### config.mk
export PLATFORM = sky130hd
export DESIGN_NAME = dmsu_data_memory
export DESIGN_NICKNAME = d
export VERILOG_FILES = /design/src/dmsu_pkg.sv /design/src/dmsu_flag_if.sv /design/src/dmsu_data_memory.sv /design/src/dmsu_status_flags.sv /design/src/dmsu_table_read.sv
export VERILOG_INCLUDE_DIRS = /design/src
export SDC_FILE = /design/constraint.sdc
export NUM_CORES = 2
export LEC_CHECK = 0
export ABC_CLOCK_PERIOD_IN_PS = 20500
export CORE_MARGIN = 4
export CORE_UTILIZATION = 53
export CTS_CLUSTER_SIZE = 30
export DETAILED_ROUTE_END_ITERATION = 8
export DONT_BUFFER_PORTS = 1
export PLACE_DENSITY = 0.68
export SYNTH_ARGS = -nofsm -noshare
export SYNTH_HDL_FRONTEND = slang
export SYNTH_SLANG_ARGS = --single-unit
### constraint.sdc
create_clock -name clk -period 20.5 [get_ports clk]
set_input_delay 1.025 -clock clk [delete_from_list [all_inputs] [get_ports clk]]
set_output_delay 1.025 -clock clk [all_outputs]
set_load 0.02 [all_outputs]
### src/dmsu_defines.svh
// Purpose: address map, bit positions and zero constants of the data memory block
// Assumes: 8-bit data memory, general area in the upper half of each bank
// Notes: included by the data memory, flag register and table read files of the block
`ifndef DMSU_DEFINES_SVH
`define DMSU_DEFINES_SVH
`define DMSU_A_IND0 8'h00
`define DMSU_A_PTR0 8'h01
`define DMSU_A_IND1 8'h02
`define DMSU_A_PTR1 8'h03
`define DMSU_A_BANK 8'h04
`define DMSU_A_WREG 8'h05
`define DMSU_A_PCL 8'h06
`define DMSU_A_TBLP 8'h07
`define DMSU_A_TBHP 8'h08
`define DMSU_A_TABLE_HIGH_BYTE 8'h09
`define DMSU_A_FLAGS 8'h0a
`define DMSU_GP_BASE 8'h80
`define DMSU_BIT_C 0
`define DMSU_BIT_AC 1
`define DMSU_BIT_Z 2
`define DMSU_BIT_OV 3
`define DMSU_ZERO8 8'h00
`define DMSU_UNIMPL_FLAGS 2'h0
`endif

### src/dmsu_pkg.sv
// Purpose: shared types of the data memory block
// Assumes: nothing beyond the defines header
// Notes: states carry no explicit codes
package dmsu_pkg;
  // table read sequencer states
  typedef enum logic [1:0] {TR_IDLE, TR_FETCH, TR_STORE} dmsu_tr_state_t;
  // arithmetic and system flags, msb first as they sit in the register
  typedef struct packed {
    logic watchdog_expired_flag;
    logic halted_flag;
    logic signed_wrap_flag;
    logic zero;
    logic half_carry_flag;
    logic carry;
  } dmsu_flags_t;
endpackage

### src/dmsu_flag_if.sv
// Purpose: carries flag updates from the access logic to the flag register
// Assumes: single clock domain
// Notes: raw carries come from the external alu
`timescale 1ns/100ps
interface dmsu_flag_if;
  import dmsu_pkg::*;
  logic arith_upd;
  logic logic_upd;
  logic rot_upd;
  logic carry_out;
  logic nibble_carry;
  logic carry_into_msb;
  logic rot_carry;
  logic [7:0] result;
  logic sw_we;
  logic [7:0] sw_data;
  logic wdt_timeout;
  logic kick;
  logic halt;
  dmsu_flags_t flags;
  modport core (output arith_upd, logic_upd, rot_upd, carry_out, nibble_carry,
    carry_into_msb, rot_carry, result, sw_we, sw_data, wdt_timeout, kick, halt,
    input flags);
  modport flags_side (input arith_upd, logic_upd, rot_upd, carry_out, nibble_carry,
    carry_into_msb, rot_carry, result, sw_we, sw_data, wdt_timeout, kick, halt,
    output flags);
endinterface

### src/dmsu_data_memory.sv
// Purpose: banked data memory, pointers, table and flag registers of the core
// Assumes: core issues one access per cycle and waits while busy is high
// Notes: special area is common to all banks, general area is banked
`timescale 1ns/100ps
`include "dmsu_defines.svh"

// Function
// - data memory is 8 bits wide and starts at address 00h
// - unused special-area addresses read back as 00h
// - read-only special registers ignore writes; general area is read-write
// - single bits of any location can be set or cleared alone
// - indirect port accesses act on the location held by its pointer
// - port zero reaches bank 0 only; port one reaches the selected bank
// - direct addressing reaches bank 0; other banks only via port one
// - indirect access to an indirect port reads 00h, writes nothing
// - both pointers are real registers, readable, writable and modifiable
// - alu results go to the working register; memory moves pass through it
// - writing pc low byte replaces low byte only, staying in page
// - a pc low byte load inserts one dummy cycle
// - table pointers are read-write; table read fills the table high byte
// - flag register writes change only the arithmetic flags
// - halted flag cleared by power-up or kick, set by halt
// - watchdog flag cleared by power-up, kick or halt; set by timeout
// - carry set on add carry or no subtract borrow; rotates update it
// - half carry set on low nibble carry or no nibble borrow
// - zero flag set when the result is zero
// - signed wrap set when carry into msb differs from carry out
// - flags are never saved automatically on interrupt or call
// - bits 7 and 6 read zero; system flags zero after power-up
// - unused upper bits of the table high byte read as zero
// - each table read takes two instruction cycles
module dmsu_data_memory
  import dmsu_pkg::*;
#(
  parameter int BANKS = 2,
  parameter int PW = 14
)(
  // clock and reset
  input wire logic clk,
  input wire logic rst_n,
  // data access from the core
  input wire logic acc_rd,
  input wire logic acc_wr,
  input wire logic [7:0] acc_addr,
  input wire logic wr_from_alu,
  input wire logic bit_set,
  input wire logic bit_clr,
  input wire logic [2:0] bit_idx,
  output logic [7:0] rd_data,
  output logic rd_valid,
  output logic busy,
  // alu results and raw carries
  input wire logic [7:0] alu_result,
  input wire logic wreg_load,
  input wire logic arith_upd,
  input wire logic logic_upd,
  input wire logic rot_upd,
  input wire logic carry_out,
  input wire logic nibble_carry,
  input wire logic carry_into_msb,
  input wire logic rot_carry,
  // system events
  input wire logic wdt_timeout,
  input wire logic watchdog_kick_op,
  input wire logic halt_op,
  // program counter
  input wire logic [7:0] pc_low_now,
  output logic pc_low_load,
  output logic [7:0] pc_low_value,
  output logic dummy_cycle,
  // table read
  input wire logic tbl_start,
  input wire logic [7:0] tbl_dest,
  input wire logic [PW-1:0] prog_word,
  output logic prog_rd,
  output logic [15:0] prog_addr,
  // register views
  output logic [7:0] working_reg,
  output logic [7:0] core_flags
);
  // general area is 128 bytes in every bank, banks stacked in one array
  localparam int GP_DEPTH = 128;
  localparam int MEM_DEPTH = BANKS * GP_DEPTH;

  // control state of the access logic; flag register and table sequencer keep their own
  typedef struct packed {
    logic [7:0] pointer_zero;
    logic [7:0] pointer_one;
    logic [7:0] bank_select;
    logic [7:0] working_reg;
    logic [7:0] tbl_lo;
    logic [7:0] tbl_hi;
    logic [7:0] table_high_byte;
    logic [7:0] rd_data;
    logic rd_valid;
    logic pc_low_load;
    logic [7:0] pc_low_value;
    logic dummy_cycle;
    logic [7:0] tbl_dest;
    logic [7:0] core_flags;
  } dmsu_top_t;

  dmsu_top_t s;
  dmsu_top_t next_s;

  // general area storage, banks stacked
  logic [7:0] gp_mem [MEM_DEPTH];

  // flag traffic toward the flag register module
  dmsu_flag_if fi ();

  // table read sequencer answers
  logic tr_done;
  logic tr_busy;
  logic [PW-1:0] tr_word;

  // address resolution results
  logic is_ind;
  logic [7:0] tgt_off;
  logic [7:0] tgt_bank;
  logic self_ind;
  logic in_gp;
  logic bank_ok;
  logic [$clog2(MEM_DEPTH)-1:0] mem_idx;
  logic [7:0] rd_val;
  logic [7:0] wr_src;
  logic [7:0] wr_val;
  logic [7:0] bit_mask;
  logic do_rd;
  logic do_wr;
  logic tbl_wr;
  logic tbl_take;
  logic mem_we;
  logic [7:0] sfr_val;

  dmsu_table_read #(
    .PW(PW)
  ) u_table (
    .clk(clk),
    .rst_n(rst_n),
    .start(tbl_take),
    .tbl_addr({s.tbl_hi, s.tbl_lo}),
    .prog_word(prog_word),
    .prog_rd(prog_rd),
    .prog_addr(prog_addr),
    .done(tr_done),
    .word(tr_word),
    .busy(tr_busy)
  );

  dmsu_status_flags u_flags (
    .clk(clk),
    .rst_n(rst_n),
    .fi(fi)
  );

  // requests are refused while a table read owns the memory
  assign do_rd = acc_rd && !tr_busy;
  assign do_wr = acc_wr && !tr_busy;
  assign tbl_wr = tr_done;

  // a table start is taken only while the sequencer is idle
  assign tbl_take = tbl_start && !tr_busy;

  // resolve the target location of the current access
  always_comb begin
    is_ind = 1'b0;
    tgt_bank = `DMSU_ZERO8;
    // a table store aims at its saved destination, with the pointers of this cycle
    tgt_off = tbl_wr ? s.tbl_dest : acc_addr;
    if (tgt_off == `DMSU_A_IND0) begin
      is_ind = 1'b1;
      tgt_off = s.pointer_zero;
    end else if (tgt_off == `DMSU_A_IND1) begin
      is_ind = 1'b1;
      tgt_bank = s.bank_select;
      tgt_off = s.pointer_one;
    end
    self_ind = is_ind && (tgt_off == `DMSU_A_IND0 || tgt_off == `DMSU_A_IND1);
    in_gp = (tgt_off >= `DMSU_GP_BASE);
    // banks beyond the configured count read zero and drop writes
    bank_ok = (32'(tgt_bank) < BANKS);
    mem_idx = ($clog2(MEM_DEPTH))'({tgt_bank, tgt_off[6:0]});
  end

  // special area read decode
  always_comb begin
    unique case (tgt_off)
      `DMSU_A_PTR0: sfr_val = s.pointer_zero;
      `DMSU_A_PTR1: sfr_val = s.pointer_one;
      `DMSU_A_BANK: sfr_val = s.bank_select;
      `DMSU_A_WREG: sfr_val = s.working_reg;
      // the pc low byte reads back the live counter of the core
      `DMSU_A_PCL: sfr_val = pc_low_now;
      `DMSU_A_TBLP: sfr_val = s.tbl_lo;
      `DMSU_A_TBHP: sfr_val = s.tbl_hi;
      `DMSU_A_TABLE_HIGH_BYTE: sfr_val = s.table_high_byte;
      `DMSU_A_FLAGS: sfr_val = {`DMSU_UNIMPL_FLAGS, fi.flags};
      default: sfr_val = `DMSU_ZERO8;
    endcase
  end

  // read value, then data for plain and bit writes
  always_comb begin
    if (self_ind) begin
      rd_val = `DMSU_ZERO8;
    end else if (in_gp) begin
      rd_val = bank_ok ? gp_mem[mem_idx] : `DMSU_ZERO8;
    end else begin
      rd_val = sfr_val;
    end
    // writes come from working register or alu
    wr_src = wr_from_alu ? alu_result : s.working_reg;
    // bit operations rewrite the value read from the same location
    bit_mask = 8'h01 << bit_idx;
    if (bit_set) begin
      wr_val = rd_val | bit_mask;
    end else if (bit_clr) begin
      wr_val = rd_val & ~bit_mask;
    end else begin
      wr_val = wr_src;
    end
    if (tbl_wr) begin
      wr_val = tr_word[7:0];
    end
  end

  // a write through a pointer aimed at a port is dropped here
  // general area write enable
  assign mem_we = (do_wr || tbl_wr) && in_gp && bank_ok && !self_ind;

  // general area storage, written in place
  always_ff @(posedge clk) begin
    if (mem_we) begin
      gp_mem[mem_idx] <= wr_val;
    end
  end

  // flag traffic toward the flag register
  always_comb begin
    // raw alu carries pass straight through
    fi.arith_upd = arith_upd;
    fi.logic_upd = logic_upd;
    fi.rot_upd = rot_upd;
    fi.carry_out = carry_out;
    fi.nibble_carry = nibble_carry;
    fi.carry_into_msb = carry_into_msb;
    fi.rot_carry = rot_carry;
    fi.result = alu_result;
    fi.sw_we = (do_wr || tbl_wr) && !in_gp && !self_ind && tgt_off == `DMSU_A_FLAGS;
    fi.sw_data = wr_val;
    fi.wdt_timeout = wdt_timeout;
    fi.kick = watchdog_kick_op;
    fi.halt = halt_op;
  end

  // next state of the special registers and answer path
  always_comb begin
    next_s = s;
    next_s.rd_valid = do_rd;
    // pc load and dummy slot are one-cycle pulses in a row
    next_s.pc_low_load = 1'b0;
    next_s.dummy_cycle = s.pc_low_load;
    // flag output is a registered copy, one cycle behind the flag register
    next_s.core_flags = {`DMSU_UNIMPL_FLAGS, next_flags_view()};
    if (do_rd) begin
      next_s.rd_data = rd_val;
    end
    if (wreg_load) begin
      next_s.working_reg = alu_result;
    end
    // destination is kept for the store cycle
    if (tbl_take) begin
      next_s.tbl_dest = tbl_dest;
    end
    // table store shares the write decode with core writes
    if ((do_wr || tbl_wr) && !in_gp && !self_ind) begin
      unique case (tgt_off)
        `DMSU_A_PTR0: next_s.pointer_zero = wr_val;
        `DMSU_A_PTR1: next_s.pointer_one = wr_val;
        `DMSU_A_BANK: next_s.bank_select = wr_val;
        `DMSU_A_WREG: next_s.working_reg = wr_val;
        `DMSU_A_PCL: begin
          next_s.pc_low_load = 1'b1;
          next_s.pc_low_value = wr_val;
        end
        `DMSU_A_TBLP: next_s.tbl_lo = wr_val;
        `DMSU_A_TBHP: next_s.tbl_hi = wr_val;
        default: next_s = next_s;
      endcase
    end
    if (tbl_wr) begin
      next_s.table_high_byte = 8'(tr_word[PW-1:8]);
    end
  end

  // current flag register contents as seen through the interface
  function automatic dmsu_flags_t next_flags_view();
    return fi.flags;
  endfunction

  // register all control state
  always_ff @(posedge clk) begin
    if (!rst_n) begin
      s <= '0;
    end else begin
      s <= next_s;
    end
  end

  assign pc_low_load = s.pc_low_load;
  assign pc_low_value = s.pc_low_value;
  assign dummy_cycle = s.dummy_cycle;

  // read answer
  assign rd_data = s.rd_data;
  assign rd_valid = s.rd_valid;

  assign busy = tr_busy;
  assign working_reg = s.working_reg;

  assign core_flags = s.core_flags;
endmodule

### src/dmsu_status_flags.sv
// Purpose: core flag register with arithmetic and system flag updates
// Assumes: alu reports raw carries, subtraction carry means no borrow
// Notes: system events outrank software writes, arithmetic outranks writes
`timescale 1ns/100ps
`include "dmsu_defines.svh"
module dmsu_status_flags
  import dmsu_pkg::*;
(
  // clock and reset
  input wire logic clk,
  input wire logic rst_n,
  // flag traffic
  dmsu_flag_if.flags_side fi
);
  dmsu_flags_t st;
  dmsu_flags_t next_st;

  // flag update priority network
  always_comb begin
    next_st = st;
    if (fi.sw_we) begin
      next_st.signed_wrap_flag = fi.sw_data[`DMSU_BIT_OV];
      next_st.zero = fi.sw_data[`DMSU_BIT_Z];
      next_st.half_carry_flag = fi.sw_data[`DMSU_BIT_AC];
      next_st.carry = fi.sw_data[`DMSU_BIT_C];
    end
    if (fi.arith_upd) begin
      next_st.carry = fi.carry_out;
      next_st.half_carry_flag = fi.nibble_carry;
      next_st.signed_wrap_flag = fi.carry_into_msb ^ fi.carry_out;
    end
    if (fi.rot_upd) begin
      next_st.carry = fi.rot_carry;
    end
    if (fi.arith_upd || fi.logic_upd) begin
      next_st.zero = (fi.result == `DMSU_ZERO8);
    end
    if (fi.kick) begin
      next_st.halted_flag = 1'b0;
    end else if (fi.halt) begin
      next_st.halted_flag = 1'b1;
    end
    if (fi.wdt_timeout) begin
      next_st.watchdog_expired_flag = 1'b1;
    end else if (fi.kick || fi.halt) begin
      next_st.watchdog_expired_flag = 1'b0;
    end
  end

  always_ff @(posedge clk) begin
    if (!rst_n) begin
      st <= '0;
    end else begin
      st <= next_st;
    end
  end

  assign fi.flags = st;
endmodule

### src/dmsu_table_read.sv
// Purpose: two-cycle table read sequencer
// Assumes: program memory answers one cycle after its read strobe
// Notes: caller holds off data accesses while busy
`timescale 1ns/100ps
`include "dmsu_defines.svh"
module dmsu_table_read
  import dmsu_pkg::*;
#(
  parameter int PW = 16
)(
  // clock and reset
  input wire logic clk,
  input wire logic rst_n,
  // request
  input wire logic start,
  input wire logic [15:0] tbl_addr,
  // program memory
  input wire logic [PW-1:0] prog_word,
  output logic prog_rd,
  output logic [15:0] prog_addr,
  // result
  output logic done,
  output logic [PW-1:0] word,
  output logic busy
);
  typedef struct packed {
    dmsu_tr_state_t state;
    logic [15:0] addr;
    logic rd;
    logic done;
    logic busy;
  } dmsu_tr_t;
  dmsu_tr_t s;
  dmsu_tr_t next_s;

  always_comb begin
    next_s = s;
    unique case (s.state)
      TR_IDLE: begin
        if (start) begin
          next_s.state = TR_FETCH;
          next_s.addr = tbl_addr;
        end
      end
      TR_FETCH: next_s.state = TR_STORE;
      TR_STORE: next_s.state = TR_IDLE;
    endcase
    // strobes decoded from the next state so they leave straight from flops
    next_s.rd = (next_s.state == TR_FETCH);
    next_s.done = (next_s.state == TR_STORE);
    next_s.busy = (next_s.state != TR_IDLE);
  end

  // sequencer register
  always_ff @(posedge clk) begin
    if (!rst_n) begin
      s <= '{TR_IDLE, 16'h0000, 1'b0, 1'b0, 1'b0};
    end else begin
      s <= next_s;
    end
  end

  assign prog_rd = s.rd;
  assign prog_addr = s.addr;
  assign done = s.done;
  assign word = prog_word;
  assign busy = s.busy;
endmodule

==> results.txt <==
- Clock insertion delay at the later pin of the skew report: 0.86 ns
- Crit path cell chain: buf_4 -> or4b_1 -> o22ai_1 -> nand3_4 -> a221oi_4 -> buf_4 -> buf_4 -> a221o_1 -> o22ai_1 -> o31ai_1 -> o2111ai_1 -> a22oi_1 -> nand4_1 -> a221oi_2 -> a21oi_1 -> inv_8 -> buf_4
* Number of flops mapped to enable cells by yosys: 2048
* RSZ-0062 raised after global routing: no
* Run status: finished, violations left
* Number of nets in the finished design: 5829
- Die height: 412 um
- Most used standard cells in the synthesized netlist: sky130_fd_sc_hd__edfxtp_1 (2048), sky130_fd_sc_hd__nand2_1 (498), sky130_fd_sc_hd__nor2_1 (375)
- At the pin with the least slew margin, the transition time is 1.52 ns.
- Arrival time reported for the critical path endpoint: 11.36 ns
- Count of state elements after synthesis: 2162
- Max FFs per register: 2048
- Timing would allow up to 0.0921 GHz.
- The worst setup path is of the reg2reg kind.
* Ys Warns: 0
- The tool flagged a number of max-cap violations equal to 2.
- Portion of the clock cycle consumed by the worst path in the final layout: 52.9%
- The die covers 170000 um2.
- Deepest level of the CTS H-tree: 4
* Most common flop cell mapped by yosys: sky130_fd_sc_hd__edfxtp_1
- Number of global-route vias before repair: 52564
- Largest stage delay on the critical path: 1.12 ns
- Aggregate global-route resource usage: 30.6%
- Once detail routing completed, the nets flagged for antenna violations numbered 0.
- Synthesis instantiated 107 different standard cells from the library.
- Entering global routing, the biggest net connects 197 pins.
* Global-route wire length before repair: 378000 um
* Floorplan Core Area: 161000 um2
- Initial cell density of the core: 53.6%
- In this run, CTS created clock tree buffers numbering 208.
- Remaining max-slew budget at the tightest pin: -2.02%
- In this run the worst hold path is classified as in2reg.
- STA classifies the critical path startpoint as a flop.
- The tree built by TritonCTS fans out to 2162 sinks.
- For this design, the CTS-stage hold fixing added 0 buffers.
- Number of hold-slack violations in the final timing report: 0
- The total overflow left after global routing is 0.
* Static leakage: 30.0 nW
- Global routing usage on met3: 8.68%
* Ports: 121
- Violated checks: capacitance limit, slew limit
- Total setup violations reported at the end of the flow: 0
- # Post-CTS Setup Buffers: 0
- Wires add up to 265000 um.
- Gates resized during post-CTS repair numbered 0.
- The post-route netlist has 9.34% of its cells at a drive strength greater than 1.
- Met2 track demand over resource: 45.8%
- Post-placement setup slack: 9.80 ns
- Along the worst path, the maximum fanout reaches 171.
* Largest voltage drop on the vdd net: 80.2 uV
- Largest cells by area after synthesis: sky130_fd_sc_hd__edfxtp_1 (71%), sky130_fd_sc_hd__dfxtp_1 (2.6%), sky130_fd_sc_hd__a211oi_1 (2.2%), sky130_fd_sc_hd__nand2_1 (2.2%), sky130_fd_sc_hd__mux2i_1 (1.8%)
- The largest total area in the synthesized netlist belongs to sky130_fd_sc_hd__edfxtp_1.
- STA classifies the critical path endpoint as a flop.
- Area growth from synthesis to layout: 9.54%
* Final-layout fill cell count: 12248
* Cell with the most instances after synthesis: sky130_fd_sc_hd__edfxtp_1
- Clock skew on the completed layout was measured at 0.0465 ns.
- In the global route stage, met1 resource usage came out at 42.2%.
- Hold is met by 0.255 ns.
- Total negative setup slack: 0 ns
- The number of antenna violations at the first check in global routing is 9.
* Final RePlAce weighted congestion: 0.913
* Sequential share of the synthesized area: 73.7%
* Core Rows: 147
- Slowest stage cell on the critical path: sky130_fd_sc_hd__o31ai_1
* Number of DRC violations after detailed-routing iteration 0: 8483
* Clock root cell: sky130_fd_sc_hd__clkbuf_16
- The pre-antenna-repair detailed-routing pass consisted of 6 iterations.
- Among the stages of the critical path, the cell type that occurs most often is sky130_fd_sc_hd__buf_4.
- More flip-flops sit in one register than any other, and that register is gp_mem.
- After detailed routing, the average wire length per cell comes to 32.7 um.
- Most congested layer reported by global routing: met2
- After synthesis, the largest area contributor takes up 71.1% of total cell area.
- Mean area per synthesized cell: 14.6 um2
- Via total after detailed routing: 55752
* Post-synthesis async set-or-reset flop share: 0%
* Die outline width: 412 um
* Total power divided by cell area: 106 nW/um2
- Once routing completed, OpenROAD measured the worst setup slack at 9.65 ns.
- Buffers added on ports: 0
- Clock-pin slew was measured on the worst setup and hold paths at 0.06 ns.
- TritonCTS built the clock tree.
- Fin crit period: 10.85 ns
- Data required, critical path: 21.01 ns
- Maximum clock path buffer count: 3
* # DRC: 0
* HPWL after DPL: 151000 um
- Post-detailed-route via-to-cell ratio: 6.88
* Synthesized cell area: 86500 um2
- Final Max Slew Viols: 2
- Post-synthesis instance total: 5925
==> stage by stage <==
stage | std cells | utilization, % | area, um2 | total power, mW
3_5_place_dp | 7709 | 54.7 | 88200 | 6.36
3_3_place_gp | 7709 | 54.7 | 88200 | 6.33
6_report | 8099 | 58.7 | 94800 | 10.0
4_1_cts | 8090 | 58.7 | 94700 | 9.98
2_1_floorplan | 5926 | - | 86500 | 5.92
5_1_grt | 8091 | 58.7 | 94700 | 10.2
==> routing by layer <==
layer / wire (um) / share of wire (%) / vias to the layer above
met5: 162 / 0.061 / -
met4: 12800 / 4.8 / 6
met3: 35600 / 13 / 684
met2: 119000 / 45 / 3964
met1: 97500 / 37 / 28012
li1: - / - / 23086
==> logic make-up after synthesis <==
group                      Yosys count  share of synthesized area (%)
AOI/OAI and AO/OA                 1625                           13.1
xor gates and xnor gates             1                         0.0101
adders and majority gates            2                         0.0289
buffers and inverters              525                           2.86
DFF                               2162                           73.7
muxes                              233                           2.97
other                                1                        0.00434
and+or+nand+nor                   1376                           7.29
==> critical path: cells and delay by family, from the launching register on <==
kind,cells,cell delay [ns]
AO/OA/AOI/OAI,9,4.61
buffers and inverters,5,3.23
flip-flops,1,0.31
AND/OR/NAND/NOR,3,1.65
==> worst paths after layout <==
check	end	cells past startpoint	slack, ns	from
max	gp_mem[74][3]	17	9.65	u_table.done
min	u_flags.fi.flags[4]	1	0.26	watchdog_kick_op
max reg2reg	gp_mem[74][3]	17	9.65	u_table.done
min reg2reg	u_table.prog_rd	1	0.44	u_table.s[20]
==> report_power, final <==
part / internal, mW / leakage, nW / total (mW) / switching (mW)
Combinational: 0.244 / 7.35 / 1.19 / 0.942
Sequential: 5.11 / 19.5 / 5.12 / 0.0143
Clock: 2.03 / 3.19 / 3.70 / 1.67
==> cell usage in the layout, fill, tap and decap left out, drive strengths merged, types with 38 or more instances in the layout <==
| master | instances |
|---|---|
| nand2 | 499 |
| mux2i | 155 |
| a221oi | 52 |
| a211oi | 260 |
| edfxtp | 2048 |
| clkbuf | 259 |
| nand3 | 152 |
| o31ai | 48 |
| o22ai | 85 |
| mux2 | 66 |
| nor3 | 50 |
| o32ai | 38 |
| o211ai | 92 |
| a221o | 52 |
| buf | 130 |
| nor2 | 377 |
| and3 | 208 |
| a22o | 39 |
| a21oi | 302 |
| a31oi | 150 |
| dfxtp | 114 |
| o21ai | 244 |
| clkinv | 101 |
==> cell type report <==
class,instances,area (um2),area share [%]
Multi-Input combinational cell,3239,20500,21.6
Tap cell,2160,2700,2.85
Clock buffer,259,5440,5.74
Inverter,18,90.1,0.0951
Clock inverter,122,1090,1.16
Sequential cell,2162,63800,67.3
Antenna cell,9,22.5,0.0238
Timing Repair Buffer,130,1150,1.21
Power figures use the tool's default switching activity.
